--- src/core/mai_pkg.sv ---
// Constants shared by the master and auxiliary intensity control block
package mai_pkg;
  // Register map
  localparam logic [7:0] INTENS_ADDR  = 8'h0e;
  localparam logic [7:0] INTENS_RESET = 8'h00;
  localparam int         MASTER_MSB   = 7;
  localparam int         MASTER_LSB   = 4;
  localparam int         AUX_MSB      = 3;
  localparam int         AUX_LSB      = 0;
  // Level codes
  localparam logic [3:0] MASTER_OFF   = 4'h0;
  localparam logic [3:0] AUX_STATIC   = 4'hf;
  // Last slot index of each PWM frame: 15 slots for master, 16 for aux
  localparam logic [3:0] MASTER_LAST  = 4'he;
  localparam logic [3:0] AUX_LAST     = 4'hf;
  // Slot timing
  localparam int         CLK_PERIOD_NS = 8;
  localparam int         SLOT_TIME_NS  = 1000;
  localparam int         SLOT_CYCLES   = (SLOT_TIME_NS / CLK_PERIOD_NS < 1) ? 1 : SLOT_TIME_NS / CLK_PERIOD_NS;
  // Oscillator states
  typedef enum logic [1:0] {
    MAI_OSC_IDLE = 2'b01,
    MAI_OSC_RUN  = 2'b10
  } mai_osc_e;
endpackage

--- src/core/mai_intensity_ctrl.sv ---
// Master and auxiliary intensity register with PWM output generation
`timescale 1ns/1ns
`default_nettype none
module mai_intensity_ctrl #(
  parameter int NUM_PORTS = 8,
  parameter int SLOT_DIV  = mai_pkg::SLOT_CYCLES
) (
  // Clock and reset
  input  wire logic                 core_clk,
  input  wire logic                 reset,
  // Register access from the serial interface
  input  wire logic                 reg_wr,
  input  wire logic                 reg_rd,
  input  wire logic [7:0]           reg_addr,
  input  wire logic [7:0]           reg_wdata,
  output logic [7:0]                reg_rdata,
  output logic                      reg_rvalid,
  // General port controls from the port logic
  input  wire logic [NUM_PORTS-1:0] port_enable,
  input  wire logic [NUM_PORTS-1:0] port_phase_sel,
  input  wire logic                 blink_phase,
  // Outputs, high means sinking
  output logic [NUM_PORTS-1:0]      general_port_on,
  output logic                      aux_output_port_on,
  output logic                      master_pwm_on
);
  typedef struct packed {
    logic [7:0]           intens;
    logic                 phase;
    logic [7:0]           rdata;
    logic                 rvalid;
    logic                 master_on;
    logic                 aux_on;
    logic [NUM_PORTS-1:0] gen_on;
  } mai_ctrl_s;

  function automatic logic [3:0] master_of(input logic [7:0] v);
    master_of = v[mai_pkg::MASTER_MSB:mai_pkg::MASTER_LSB];
  endfunction

  function automatic logic [3:0] aux_of(input logic [7:0] v);
    aux_of = v[mai_pkg::AUX_MSB:mai_pkg::AUX_LSB];
  endfunction

  mai_ctrl_s  state_r;
  mai_ctrl_s  state_nxt;
  logic       osc_run;
  logic       osc_running;
  logic [3:0] master_slot;
  logic [3:0] aux_slot;
  logic       addr_hit;

  assign addr_hit = (reg_addr == mai_pkg::INTENS_ADDR);
  assign osc_run  = (master_of(state_r.intens) != mai_pkg::MASTER_OFF);

  mai_pwm_osc #(
    .DIV_W    (16),
    .SLOT_DIV (SLOT_DIV)
  ) u_osc (
    .core_clk    (core_clk),
    .reset       (reset),
    .run         (osc_run),
    .running     (osc_running),
    .master_slot (master_slot),
    .aux_slot    (aux_slot)
  );

  always_comb begin
    logic [3:0] m_lvl;
    logic [3:0] a_lvl;
    logic       m_pwm;
    m_lvl     = master_of(state_r.intens);
    a_lvl     = aux_of(state_r.intens);
    m_pwm     = 1'b0;
    state_nxt = state_r;
    // Both nibbles land in one store so the pair never tears
    if (reg_wr && addr_hit) begin
      state_nxt.intens = reg_wdata;
    end
    state_nxt.rvalid = reg_rd;
    // Unmapped reads answer zero
    state_nxt.rdata  = (reg_rd && addr_hit) ? state_r.intens : 8'h00;
    state_nxt.phase  = blink_phase;
    if (osc_running && m_lvl != mai_pkg::MASTER_OFF) begin
      m_pwm = (master_slot < m_lvl);
    end
    state_nxt.master_on = m_pwm;
    // Aux counts its own 16-slot frame, so its edges need not meet the general ports
    if (a_lvl == mai_pkg::AUX_STATIC) begin
      state_nxt.aux_on = 1'b1;
    end else if (osc_running) begin
      state_nxt.aux_on = (aux_slot <= a_lvl);
    end else begin
      state_nxt.aux_on = 1'b0;
    end
    // One phase flop feeds every port so paralleled ports switch in the same cycle
    state_nxt.gen_on = port_enable & ~(port_phase_sel ^ {NUM_PORTS{state_r.phase}}) & {NUM_PORTS{m_pwm}};
  end

  always_ff @(posedge core_clk) begin
    if (reset) begin
      state_r <= '{intens: mai_pkg::INTENS_RESET, phase: 1'b0, rdata: 8'h00, rvalid: 1'b0,
                   master_on: 1'b0, aux_on: 1'b0, gen_on: '0};
    end else begin
      state_r <= state_nxt;
    end
  end

  assign reg_rdata          = state_r.rdata;
  assign reg_rvalid         = state_r.rvalid;
  assign general_port_on    = state_r.gen_on;
  assign aux_output_port_on = state_r.aux_on;
  assign master_pwm_on      = state_r.master_on;
endmodule
`default_nettype wire

--- src/core/mai_pwm_osc.sv ---
// PWM slot oscillator for master and auxiliary frames
`timescale 1ns/1ns
`default_nettype none
module mai_pwm_osc #(
  parameter int DIV_W      = 16,
  parameter int SLOT_DIV   = mai_pkg::SLOT_CYCLES
) (
  // Clock and reset
  input  wire logic       core_clk,
  input  wire logic       reset,
  // Control
  input  wire logic       run,
  // Slot positions
  output logic            running,
  output logic [3:0]      master_slot,
  output logic [3:0]      aux_slot
);
  typedef struct packed {
    mai_pkg::mai_osc_e st;
    logic [DIV_W-1:0]  div;
    logic [3:0]        m_slot;
    logic [3:0]        a_slot;
  } mai_osc_s;

  localparam logic [DIV_W-1:0] DIV_LAST = DIV_W'(SLOT_DIV - 1);

  mai_osc_s state_r;
  mai_osc_s state_nxt;

  always_comb begin
    state_nxt = state_r;
    case (state_r.st)
      mai_pkg::MAI_OSC_IDLE: begin
        state_nxt.div    = '0;
        state_nxt.m_slot = 4'h0;
        state_nxt.a_slot = 4'h0;
        if (run) begin
          state_nxt.st = mai_pkg::MAI_OSC_RUN;
        end
      end
      mai_pkg::MAI_OSC_RUN: begin
        // Stopping clears the frame so restart always begins at slot 0
        if (!run) begin
          state_nxt.st     = mai_pkg::MAI_OSC_IDLE;
          state_nxt.div    = '0;
          state_nxt.m_slot = 4'h0;
          state_nxt.a_slot = 4'h0;
        end else if (state_r.div == DIV_LAST) begin
          state_nxt.div    = '0;
          state_nxt.m_slot = (state_r.m_slot == mai_pkg::MASTER_LAST) ? 4'h0 : state_r.m_slot + 4'h1;
          state_nxt.a_slot = state_r.a_slot + 4'h1;
        end else begin
          state_nxt.div = state_r.div + DIV_W'(1);
        end
      end
      default: begin
        state_nxt.st = mai_pkg::MAI_OSC_IDLE;
      end
    endcase
  end

  always_ff @(posedge core_clk) begin
    if (reset) begin
      state_r <= '{st: mai_pkg::MAI_OSC_IDLE, div: '0, m_slot: 4'h0, a_slot: 4'h0};
    end else begin
      state_r <= state_nxt;
    end
  end

  assign running     = (state_r.st == mai_pkg::MAI_OSC_RUN);
  assign master_slot = state_r.m_slot;
  assign aux_slot    = state_r.a_slot;
endmodule
`default_nettype wire

--- config.mk ---
export PLATFORM = sky130hd
export DESIGN_NAME = mai_intensity_ctrl
export DESIGN_NICKNAME = d
export VERILOG_FILES = /design/src/core/mai_pkg.sv /design/src/core/mai_intensity_ctrl.sv /design/src/core/mai_pwm_osc.sv
export SDC_FILE = /design/constraint.sdc
export NUM_CORES = 1
export LEC_CHECK = 0
export BUFFER_PORTS_ARGS = -buffer_cell sky130_fd_sc_hd__buf_2
export CORE_MARGIN = 5
export CORE_UTILIZATION = 30
export CTS_CLUSTER_SIZE = 24
export DETAILED_ROUTE_END_ITERATION = 8
export PLACE_DENSITY = 0.54
export SYNTH_ARGS = -nofsm -noshare
export SYNTH_HDL_FRONTEND = slang
export SYNTH_SLANG_ARGS = --single-unit
--- constraint.sdc ---
create_clock -name core_clk -period 5.3 [get_ports core_clk]
set_input_delay 0.795 -clock core_clk [delete_from_list [all_inputs] [get_ports core_clk]]
set_output_delay 0.795 -clock core_clk [all_outputs]
set_load 0.005 [all_outputs]
-- Word-level counts from Yosys, hierarchy flattened
Cells that the tools add are included.
- flip-flop bits (word level): 54
- input bits: 37
- output and inout bits: 19
- word-level logic and storage cells: 49
- add/subtract/negate cells: 3
- order comparisons: 2
- equality and inequality tests: 9
- mux-type cells: 11
- bitwise logic cells: 5
- reductions and logical operators: 8
- operators with widths (operator ; number):
    $pmux W24 S2 ; 1
    $mux W24 ; 1
    $add A16 B1 Y16 const B ; 1
    $and A8 B8 Y8 ; 2
    $eq A16 B7 Y1 const B ; 1
    $mux W16 ; 1
    $add A4 B1 Y4 const B ; 2
    $eq A4 B4 Y1 const B ; 2
    $eq A8 B4 Y1 const B ; 1
    $mux W8 ; 1
    $not A8 Y8 ; 1
    $xor A8 B8 Y8 ; 1
    $le A4 B4 Y1 ; 1
    $lt A4 B4 Y1 ; 1
    $mux W2 ; 2
    $mux W4 ; 1
    $pmux W2 S2 ; 1
    $reduce_and A2 Y1 ; 2
    $reduce_bool A4 Y1 ; 1
    $logic_and A1 B1 Y1 ; 3
    $mux W1 ; 3
    $ne A3 B3 Y1 const B ; 1
    $eq A2 B1 Y1 const B ; 1
    $eq A2 B2 Y1 const B ; 1
    5 further kinds ; 5

-- Longest topological paths before layout
Gate-level depths: netlist of the first run.
- depth in word-level cells: 5
- gate-level depth with buffers: 9
- mapped depth without buffers: 7

-- Cells and area by module
A second synthesis of the first run with hierarchy kept.
- cells, all modules: 294
- area, all modules: 2623.8 µm²
- modules (own cells, without submodules) (module ; times used ; cells each ; area an instance (µm²) ; sequential area each (µm²)):
    mai_pwm_osc ; 1 ; 163 ; 1357.6 ; 520.5
    mai_intensity_ctrl ; 1 ; 131 ; 1266.2 ; 560.5

-- Least setup slack after synthesis of the first run
OpenSTA, ideal clock, no wires.
- kind: reg2reg
- start point: register u_osc.state_r[24] (netlist name)
- end point: register u_osc.state_r, in the netlist u_osc.master_slot[0]
- library setup time: 0.071 ns
- arrival: 1.962 ns
- required time: 5.229 ns
- slack: 3.267 ns
- stages on the path, launching flop included: 10
- buffers on the path: 2
- period minus slack after synthesis: 2.033 ns
- cells stage by stage: dfxtp_1 > inv_1 > ha_1 > buf_6 > nor4b_2 > nand4b_1 > nor2b_2 > buf_6 > or3_1 > a21oi_1
- cells in the longest elaborated chain, start to end: 3
- elaborated cells between the ends (all ways): 6
- those cells by class: eq/ne (3); mux (1); reduce/logical (2)
- RTL lines (item ; RTL line ; text):
    start, declared ; mai_pwm_osc.sv:27 ; mai_osc_s state_r;
    start signal, assigned ; mai_pwm_osc.sv:64 ; state_r <= '{st: mai_pkg::MAI_OSC_IDLE, div: '0, m_slot: 4'h0, a_slot: 4'h0};
    start signal, assigned ; mai_pwm_osc.sv:66 ; state_r <= state_nxt;
    $eq A2 B2 Y1 / $eq A2 B1 Y1 (equally long branches) ; mai_pwm_osc.sv:32 ; case (state_r.st)
    $ne A3 B3 Y1 (no source line) / $reduce_bool A2 Y1 (equally long branches) ; n/a ;
    $reduce_and A2 Y1 (no source line) ; n/a ;
Several ways; a longest one is shown, not always the timed one.
A chain may end at the register's enable or synchronous reset.

-- Worst setup path in the final report of the first run
- start point: register u_osc.state_r[24] (netlist name)
- end point: register u_osc.state_r, in the netlist u_osc.aux_slot[2]
Same word-level chain as after synthesis.

==> qor.yml, run 1 <==
outcome:
  outcome: "finished clean"
placed_design:
  dpl.hpwl_mm: 3.46
  port_buffers: 55
  place.gp.congestion: 0.702
  dp.cells: 403
logic_synthesis:
  ys_types: 43
  postSynthAreaPerCell_sq_um: 9.47
  ys_top_cells_by_area: "dfxtp_1 43%, ha_1 7.0%, nor2_1 5.2%"
  yosysWarnings: 0
  synth_edf_count: 0
  yosys.area.top_type: "dfxtp_1"
  async_flop_share: 0
  synth-seq-cells: 54
  synth_ff_type: "dfxtp_1"
  netlist_area_sq_um: 2510
  synth_top_cell_area_share: 0.431
  seq_area_frac_synth: 0.431
  synthesis.instances: 265
  syn_nets: 316
clocking:
  clockBufferDepth: 2
  clk_pin_slew_ns: 0.10
  hold_buffers: 0
  cts_tree: "built"
  cts_setup_buffers: 0
  clock-sinks: 54
  cts_buffers: 5
  cts-root-buf: "clkbuf_8"
  clk_latency_ns: 0.31
  htreeDepth: 2
  cts_resized: 0
setup_path:
  end_kind: "flip-flop"
  reg2regPathDepth: 7
  worst-setup-path-type: "reg2reg"
  r2r-start: "u_osc.state_r[24]$_SDFFE_PP1P_"
  required_ns: 5.56
  reg2reg_slack_ns: 3.09
  cp-start-kind: "flip-flop"
  worst-path-max-fanout: 13
  cp.arrival_ns: 2.46
  reg2reg_to: "u_osc.aux_slot[2]$_SDFFE_PP0P_"
sta:
  fin_worst_skew_ns: 0.00832
  slew_headroom: 0.586
  finalCritPeriodShare: 0.417
  worstMarginPinSlew_ns: 0.621
  max_freq_ghz: 0.453
  final_hold_viol_count: 0
  tns_ns: 0
  slew_viol_final: 0
  hold_slack_ns: 0.507
  setup_violations: 0
  rsz0062_at_grt: "false"
  finalCriticalPeriod_ns: 2.21
finish:
  fin_cells: 411
  drive_gt1_frac: 0.229
  nets: 356
  syn2layout_area_growth_pct: 13.8
  n_antenna_cell: 0
worst_hold_path:
  hold_path_depth: 1
  hp-class: "reg2reg"
  min_to: "u_osc.state_r[24]$_SDFFE_PP1P_"
  hp-start: "u_osc.state_r[24]$_SDFFE_PP1P_"
drt:
  post_drt_wl_per_cell_um: 11.2
  met2_length_mm: 2.17
  vias: 1804
  wl_mm: 4.59
  drc: 0
  wl_met3_um: 315
  highest-signal-layer: "met4"
  drtAntennaViolNets: 0
  vias_per_cell: 4.39
  drt_iter0_drc: 27
  dr.pass1.iters: 4
  wl_met1_mm: 2.06
die:
  fp.dieW_um: 101
  start_util: 0.307
  io_pins: 56
  row_count: 33
  core-area_sq_um: 8180
  die_y_um: 101
  dieArea_sq_um: 10300
global_route:
  grt_pass1_vias: 1759
  grt-ovfl-total: 0
  grt_pass1_wl_mm: 7.69
  grt_max_degree: 22
  grt_antenna_before_repair: 0
  grtUsageTotal: 0.0914
power:
  ir_drop_uv: 115
  power.leakage_nw: 1.24
  power.density_nw_per_um2: 288
job:
  maxCapViolCount: 0
==> layer usage <==
metal,vias up,GRT usage
met5,-,0
met4,0,0.0245
met3,5,0.0317
met2,31,0.156
met1,814,0.109
li1,954,-
==> cells in the mapped netlist (all sizes together), types with 2 or more instances <==
| master | n |
|---|---|
| a21o | 2 |
| o21ai | 5 |
| inv | 15 |
| xnor2 | 15 |
| nor4b | 2 |
| nor3 | 4 |
| nand3 | 5 |
| nor4 | 3 |
| buf | 20 |
| nand4b | 3 |
| or3 | 3 |
| clkbuf | 2 |
| and2 | 9 |
| ha | 14 |
| dfxtp | 54 |
| nand4 | 6 |
| mux2i | 11 |
| nor2b | 5 |
| nand2 | 11 |
| xor2 | 9 |
| and3 | 12 |
| nor2 | 36 |
| a21oi | 6 |
==> worst max-delay path: stages (launching register included) <==
cell and delay [ns]:
dfxtp_1 0.36, inv_1 0.05, ha_1 0.43, nor4b_2 0.31, nand4b_1 0.18, nor2b_2 0.28, or4b_1 0.47, nand2_1 0.07
==> worst max-delay path by stage <==
stage                                         startpoint                                 to  slack (ns)
after floorplan           u_osc.state_r[24]$_SDFFE_PP1P_  u_osc.master_slot[0]$_SDFFE_PP0P_        3.27
after global placement    u_osc.state_r[24]$_SDFFE_PP1P_     u_osc.aux_slot[2]$_SDFFE_PP0P_        3.18
after detailed placement  u_osc.state_r[24]$_SDFFE_PP1P_     u_osc.aux_slot[2]$_SDFFE_PP0P_        3.10
after CTS                 u_osc.state_r[24]$_SDFFE_PP1P_     u_osc.aux_slot[2]$_SDFFE_PP0P_        3.08
after global routing      u_osc.state_r[24]$_SDFFE_PP1P_     u_osc.aux_slot[2]$_SDFFE_PP0P_        2.91
final                     u_osc.state_r[24]$_SDFFE_PP1P_     u_osc.aux_slot[2]$_SDFFE_PP0P_        3.09
==> cells by family after synthesis <==
logic type / Yosys count / share of synthesized area
buf+inv: 37 / 0.0858
fa+ha+maj: 14 / 0.0698
xor+xnor: 24 / 0.0838
simple gates: 104 / 0.226
compound gates: 21 / 0.0599
flops: 54 / 0.431
mux: 11 / 0.0439
==> state kept, by name, summed over array words and instances, names as in the netlist <==
name,flops
reg_rvalid,1
master_pwm_on,1
u_osc.state_r,18
u_osc.master_slot,4
aux_output_port_on,1
general_port_on,8
reg_rdata,8
u_osc.aux_slot,4
state_r,9
==> where the power goes <==
group	total, mW	internal (mW)	switching, mW
Combinational	0.148	0.0662	0.0822
Sequential	0.428	0.418	0.0109
Clock	0.245	0.108	0.137
==> final cells by class <==
| cell class | instances | area, sq um |
|---|---|---|
| Sequential cell | 54 | 1080 |
| Clock buffer | 6 | 82.6 |
| Tap cell | 105 | 131 |
| Inverter | 15 | 56.3 |
| Clock inverter | 2 | 16.3 |
| Multi-Input combinational cell | 174 | 1210 |
| Timing Repair Buffer | 55 | 275 |
| Fill cell | 857 | 5320 |
==> placed cells by master (no fill, tap or decap), drive strengths merged, types with 2 or more instances in the layout <==
cell type   n
and2        9
nor3        4
ha         14
nand2      11
nor4b       2
nor2       36
nor4        3
o21ai       5
mux2i      11
xnor2      15
nor2b       5
a21oi       6
xor2        9
or3         3
a21o        2
and3       12
clkbuf      6
buf        55
dfxtp      54
nand3       5
inv        16
nand4       6
nand4b      3
==> per-stage QoR <==
stage                     utilization  cell area, sq um  setup slack [ns]  power, mW
final                           0.349              2860              3.09      0.822
after global routing            0.349              2860              2.91      0.867
after floorplan                     -              2510              3.27      0.568
after detailed placement        0.337              2760              3.10      0.588
after CTS                       0.349              2860              3.08      0.838
after global placement          0.337              2760              3.18      0.586
No activity file was read; power rests on OpenSTA's default activity.
==> inputs of run 2 (changes only) <==
Clock period 5.3 ns to 2.1 ns, I/O delays scaled along.
==> qor.yml, run 2 (same netlist as run 1, synthesis figures left out) <==
sta:
  rsz0062_at_grt: "false"  # unchanged
  slew_viol_final: 0  # unchanged
  final_hold_viol_count: 0  # unchanged
  tns_ns: 0  # unchanged
  finalCriticalPeriod_ns: 1.96  # was 2.21 ns
  setup_violations: 0  # unchanged
  finalCritPeriodShare: 0.934  # was 0.417
  worst_slack_ns: 0.140  # was 3.09 ns
  worstMarginPinSlew_ns: 0.440  # was 0.621 ns
  hold_slack_ns: 0.223  # was 0.507 ns
  fin_worst_skew_ns: 0.00872  # was 0.00832 ns
  max_freq_ghz: 0.510  # was 0.453 GHz
  slew_headroom: 0.706  # was 0.586
setup_path:
  end_kind: "flip-flop"  # unchanged
  required_ns: 2.30  # was 5.56 ns
  worst-path-max-fanout: 7  # was 13
  cp-start-kind: "flip-flop"  # unchanged
  worst-setup-path-type: "reg2reg"  # unchanged
  cp.arrival_ns: 2.16  # was 2.46 ns
  reg2regPathDepth: 8  # was 7
clocking:
  clock-sinks: 54  # unchanged
  htreeDepth: 2  # unchanged
  cts_tree: "built"  # unchanged
  clk_pin_slew_ns: 0.09  # was 0.10 ns
  cts_buffers: 5  # unchanged
  clockBufferDepth: 2  # unchanged
  hold_buffers: 0  # unchanged
  cts-root-buf: "clkbuf_8"  # unchanged
  clk_latency_ns: 0.30  # was 0.31 ns
finish:
  postLayoutCoreUtil: 0.355  # was 0.349
  drive_gt1_frac: 0.243  # was 0.229
  n_antenna_cell: 0  # unchanged
  final_cell_mix: "55 x buf_2, 54 x dfxtp_1, 35 x nor2_1"  # unchanged
  multi_input_area_sq_um: 1220  # was 1210 sq um
  largest_reg_flops: 18  # unchanged
  final_area_sq_um: 2900  # was 2860 sq um
  fin_cells: 418  # was 411
  final_common_cell: "buf_2"  # unchanged
  syn2layout_area_growth_pct: 15.7  # was 13.8%
  regMostFlops: "u_osc.state_r"  # unchanged
  top_regs: "u_osc.state_r (18), state_r (9)"  # unchanged
  seq_area_sq_um: 1080  # unchanged
  n_fill_cell: 836  # was 857
  nets: 364  # was 356
drt:
  wl_mm: 4.72  # was 4.59 mm
  drc: 0  # unchanged
  post_drt_wl_per_cell_um: 11.3  # was 11.2 um
  drtAntennaViolNets: 0  # unchanged
  dr.pass1.iters: 2  # was 4
  vias: 1869  # was 1804
  drt_iter0_drc: 29  # was 27
  vias_per_cell: 4.47  # was 4.39
global_route:
  grt_max_degree: 22  # unchanged
  grt_antenna_before_repair: 0  # unchanged
  grt-ovfl-total: 0  # unchanged
  grt_pass1_wl_mm: 7.97  # was 7.69 mm
  grtUsageTotal: 0.0932  # was 0.0914
  grt_pass1_vias: 1772  # was 1759
power:
  total_power_mw: 2.09  # was 0.822 mW
  ir_drop_uv: 243  # was 115 uV
  power.density_nw_per_um2: 720  # was 288 nW/um^2
  power.leakage_nw: 1.28  # was 1.24 nW
  power_frac_clock: 0.262  # was 0.298
  switching_power_mw: 0.571  # was 0.230 mW
  p_int_mw: 1.52  # was 0.592 mW
  combPwrFrac: 0.220  # was 0.181
  seqPwrFrac: 0.518  # was 0.522
  power.share.switching: 0.274  # was 0.280
worst_hold_path:
  hp-class: "in2reg"  # was reg2reg
  hold_path_depth: 2  # was 1
die:
  die_y_um: 101  # unchanged
  fp.dieW_um: 101  # unchanged
  core-area_sq_um: 8180  # unchanged
  dieArea_sq_um: 10300  # unchanged
  start_util: 0.307  # unchanged
  io_pins: 56  # unchanged
  row_count: 33  # unchanged
placed_design:
  pre_cts_slack_ns: 0.0842  # was 3.10 ns
  dp.cells: 408  # was 403
  dpl-instance-area_sq_um: 2790  # was 2760 sq um
  dpl.hpwl_mm: 3.59  # was 3.46 mm
  place.gp.congestion: 0.727  # was 0.702
  port_buffers: 55  # unchanged
outcome:
  outcome: "finished clean"  # unchanged
job:
  maxCapViolCount: 0  # unchanged
## run 2: cell count changes in the layout (fill, tap and decap cells not counted)
cell and delta:
nor2b_2 -1, buf_4 +8, clkbuf_8 -1, clkbuf_1 +1, inv_6 -1, nor2b_4 +1
## run 2: final timing paths
| kind | startpoint | end | slack, ns |
|---|---|---|---|
| worst min register to register | u_osc.aux_slot[3]$_SDFFE_PP0P_ | u_osc.aux_slot[3]$_SDFFE_PP0P_ | 0.51 |
| worst min-delay path | blink_phase | state_r[19]$_SDFF_PP0_ | 0.22 |
| worst max-delay path | u_osc.state_r[24]$_SDFFE_PP1P_ | u_osc.state_r[23]$_SDFFE_PP0P_ | 0.14 |
| worst max register to register | u_osc.state_r[24]$_SDFFE_PP1P_ | u_osc.state_r[23]$_SDFFE_PP0P_ | 0.14 |
## run 2: layout make-up
class,instances,area share
clock inverters,1,0.00259
inverters,15,0.0194
repair buffers,63,0.116
flip-flops and latches,54,0.373
clock buffers,6,0.0250
multi-input cells,174,0.420
well taps,105,0.0453
## run 2: critical path, cell delays in order, from the launching register on
cell	delay, ns
dfxtp_1	0.37
inv_1	0.05
ha_1	0.32
buf_4	0.18
nand4b_1	0.27
nor3_1	0.32
nand4_1	0.15
xor2_1	0.15
nor2_1	0.05
## run 2: power groups by stage
stage / registers, mW / clock network (mW) / logic (mW)
final: 1.08 / 0.548 / 0.459
after detailed placement: 1.11 / 0 / 0.400
after CTS: 1.08 / 0.586 / 0.403
after global routing: 1.09 / 0.608 / 0.504
after global placement: 1.11 / 0 / 0.396
after floorplan: 1.10 / 0 / 0.337
## run 2: routing by layer
| layer | track usage | wire [um] |
|---|---|---|
| met1 | 0.113 | 2140 |
| met2 | 0.165 | 2300 |
| met3 | 0.0255 | 245 |
| met4 | 0.0184 | 29 |
| met5 | 0 | 0 |
## run 2: what timing repair did
item                                    CTS  global route
resized for setup                         0             1
buffers inserted                          0             3
endpoints found under the setup margin    0             5
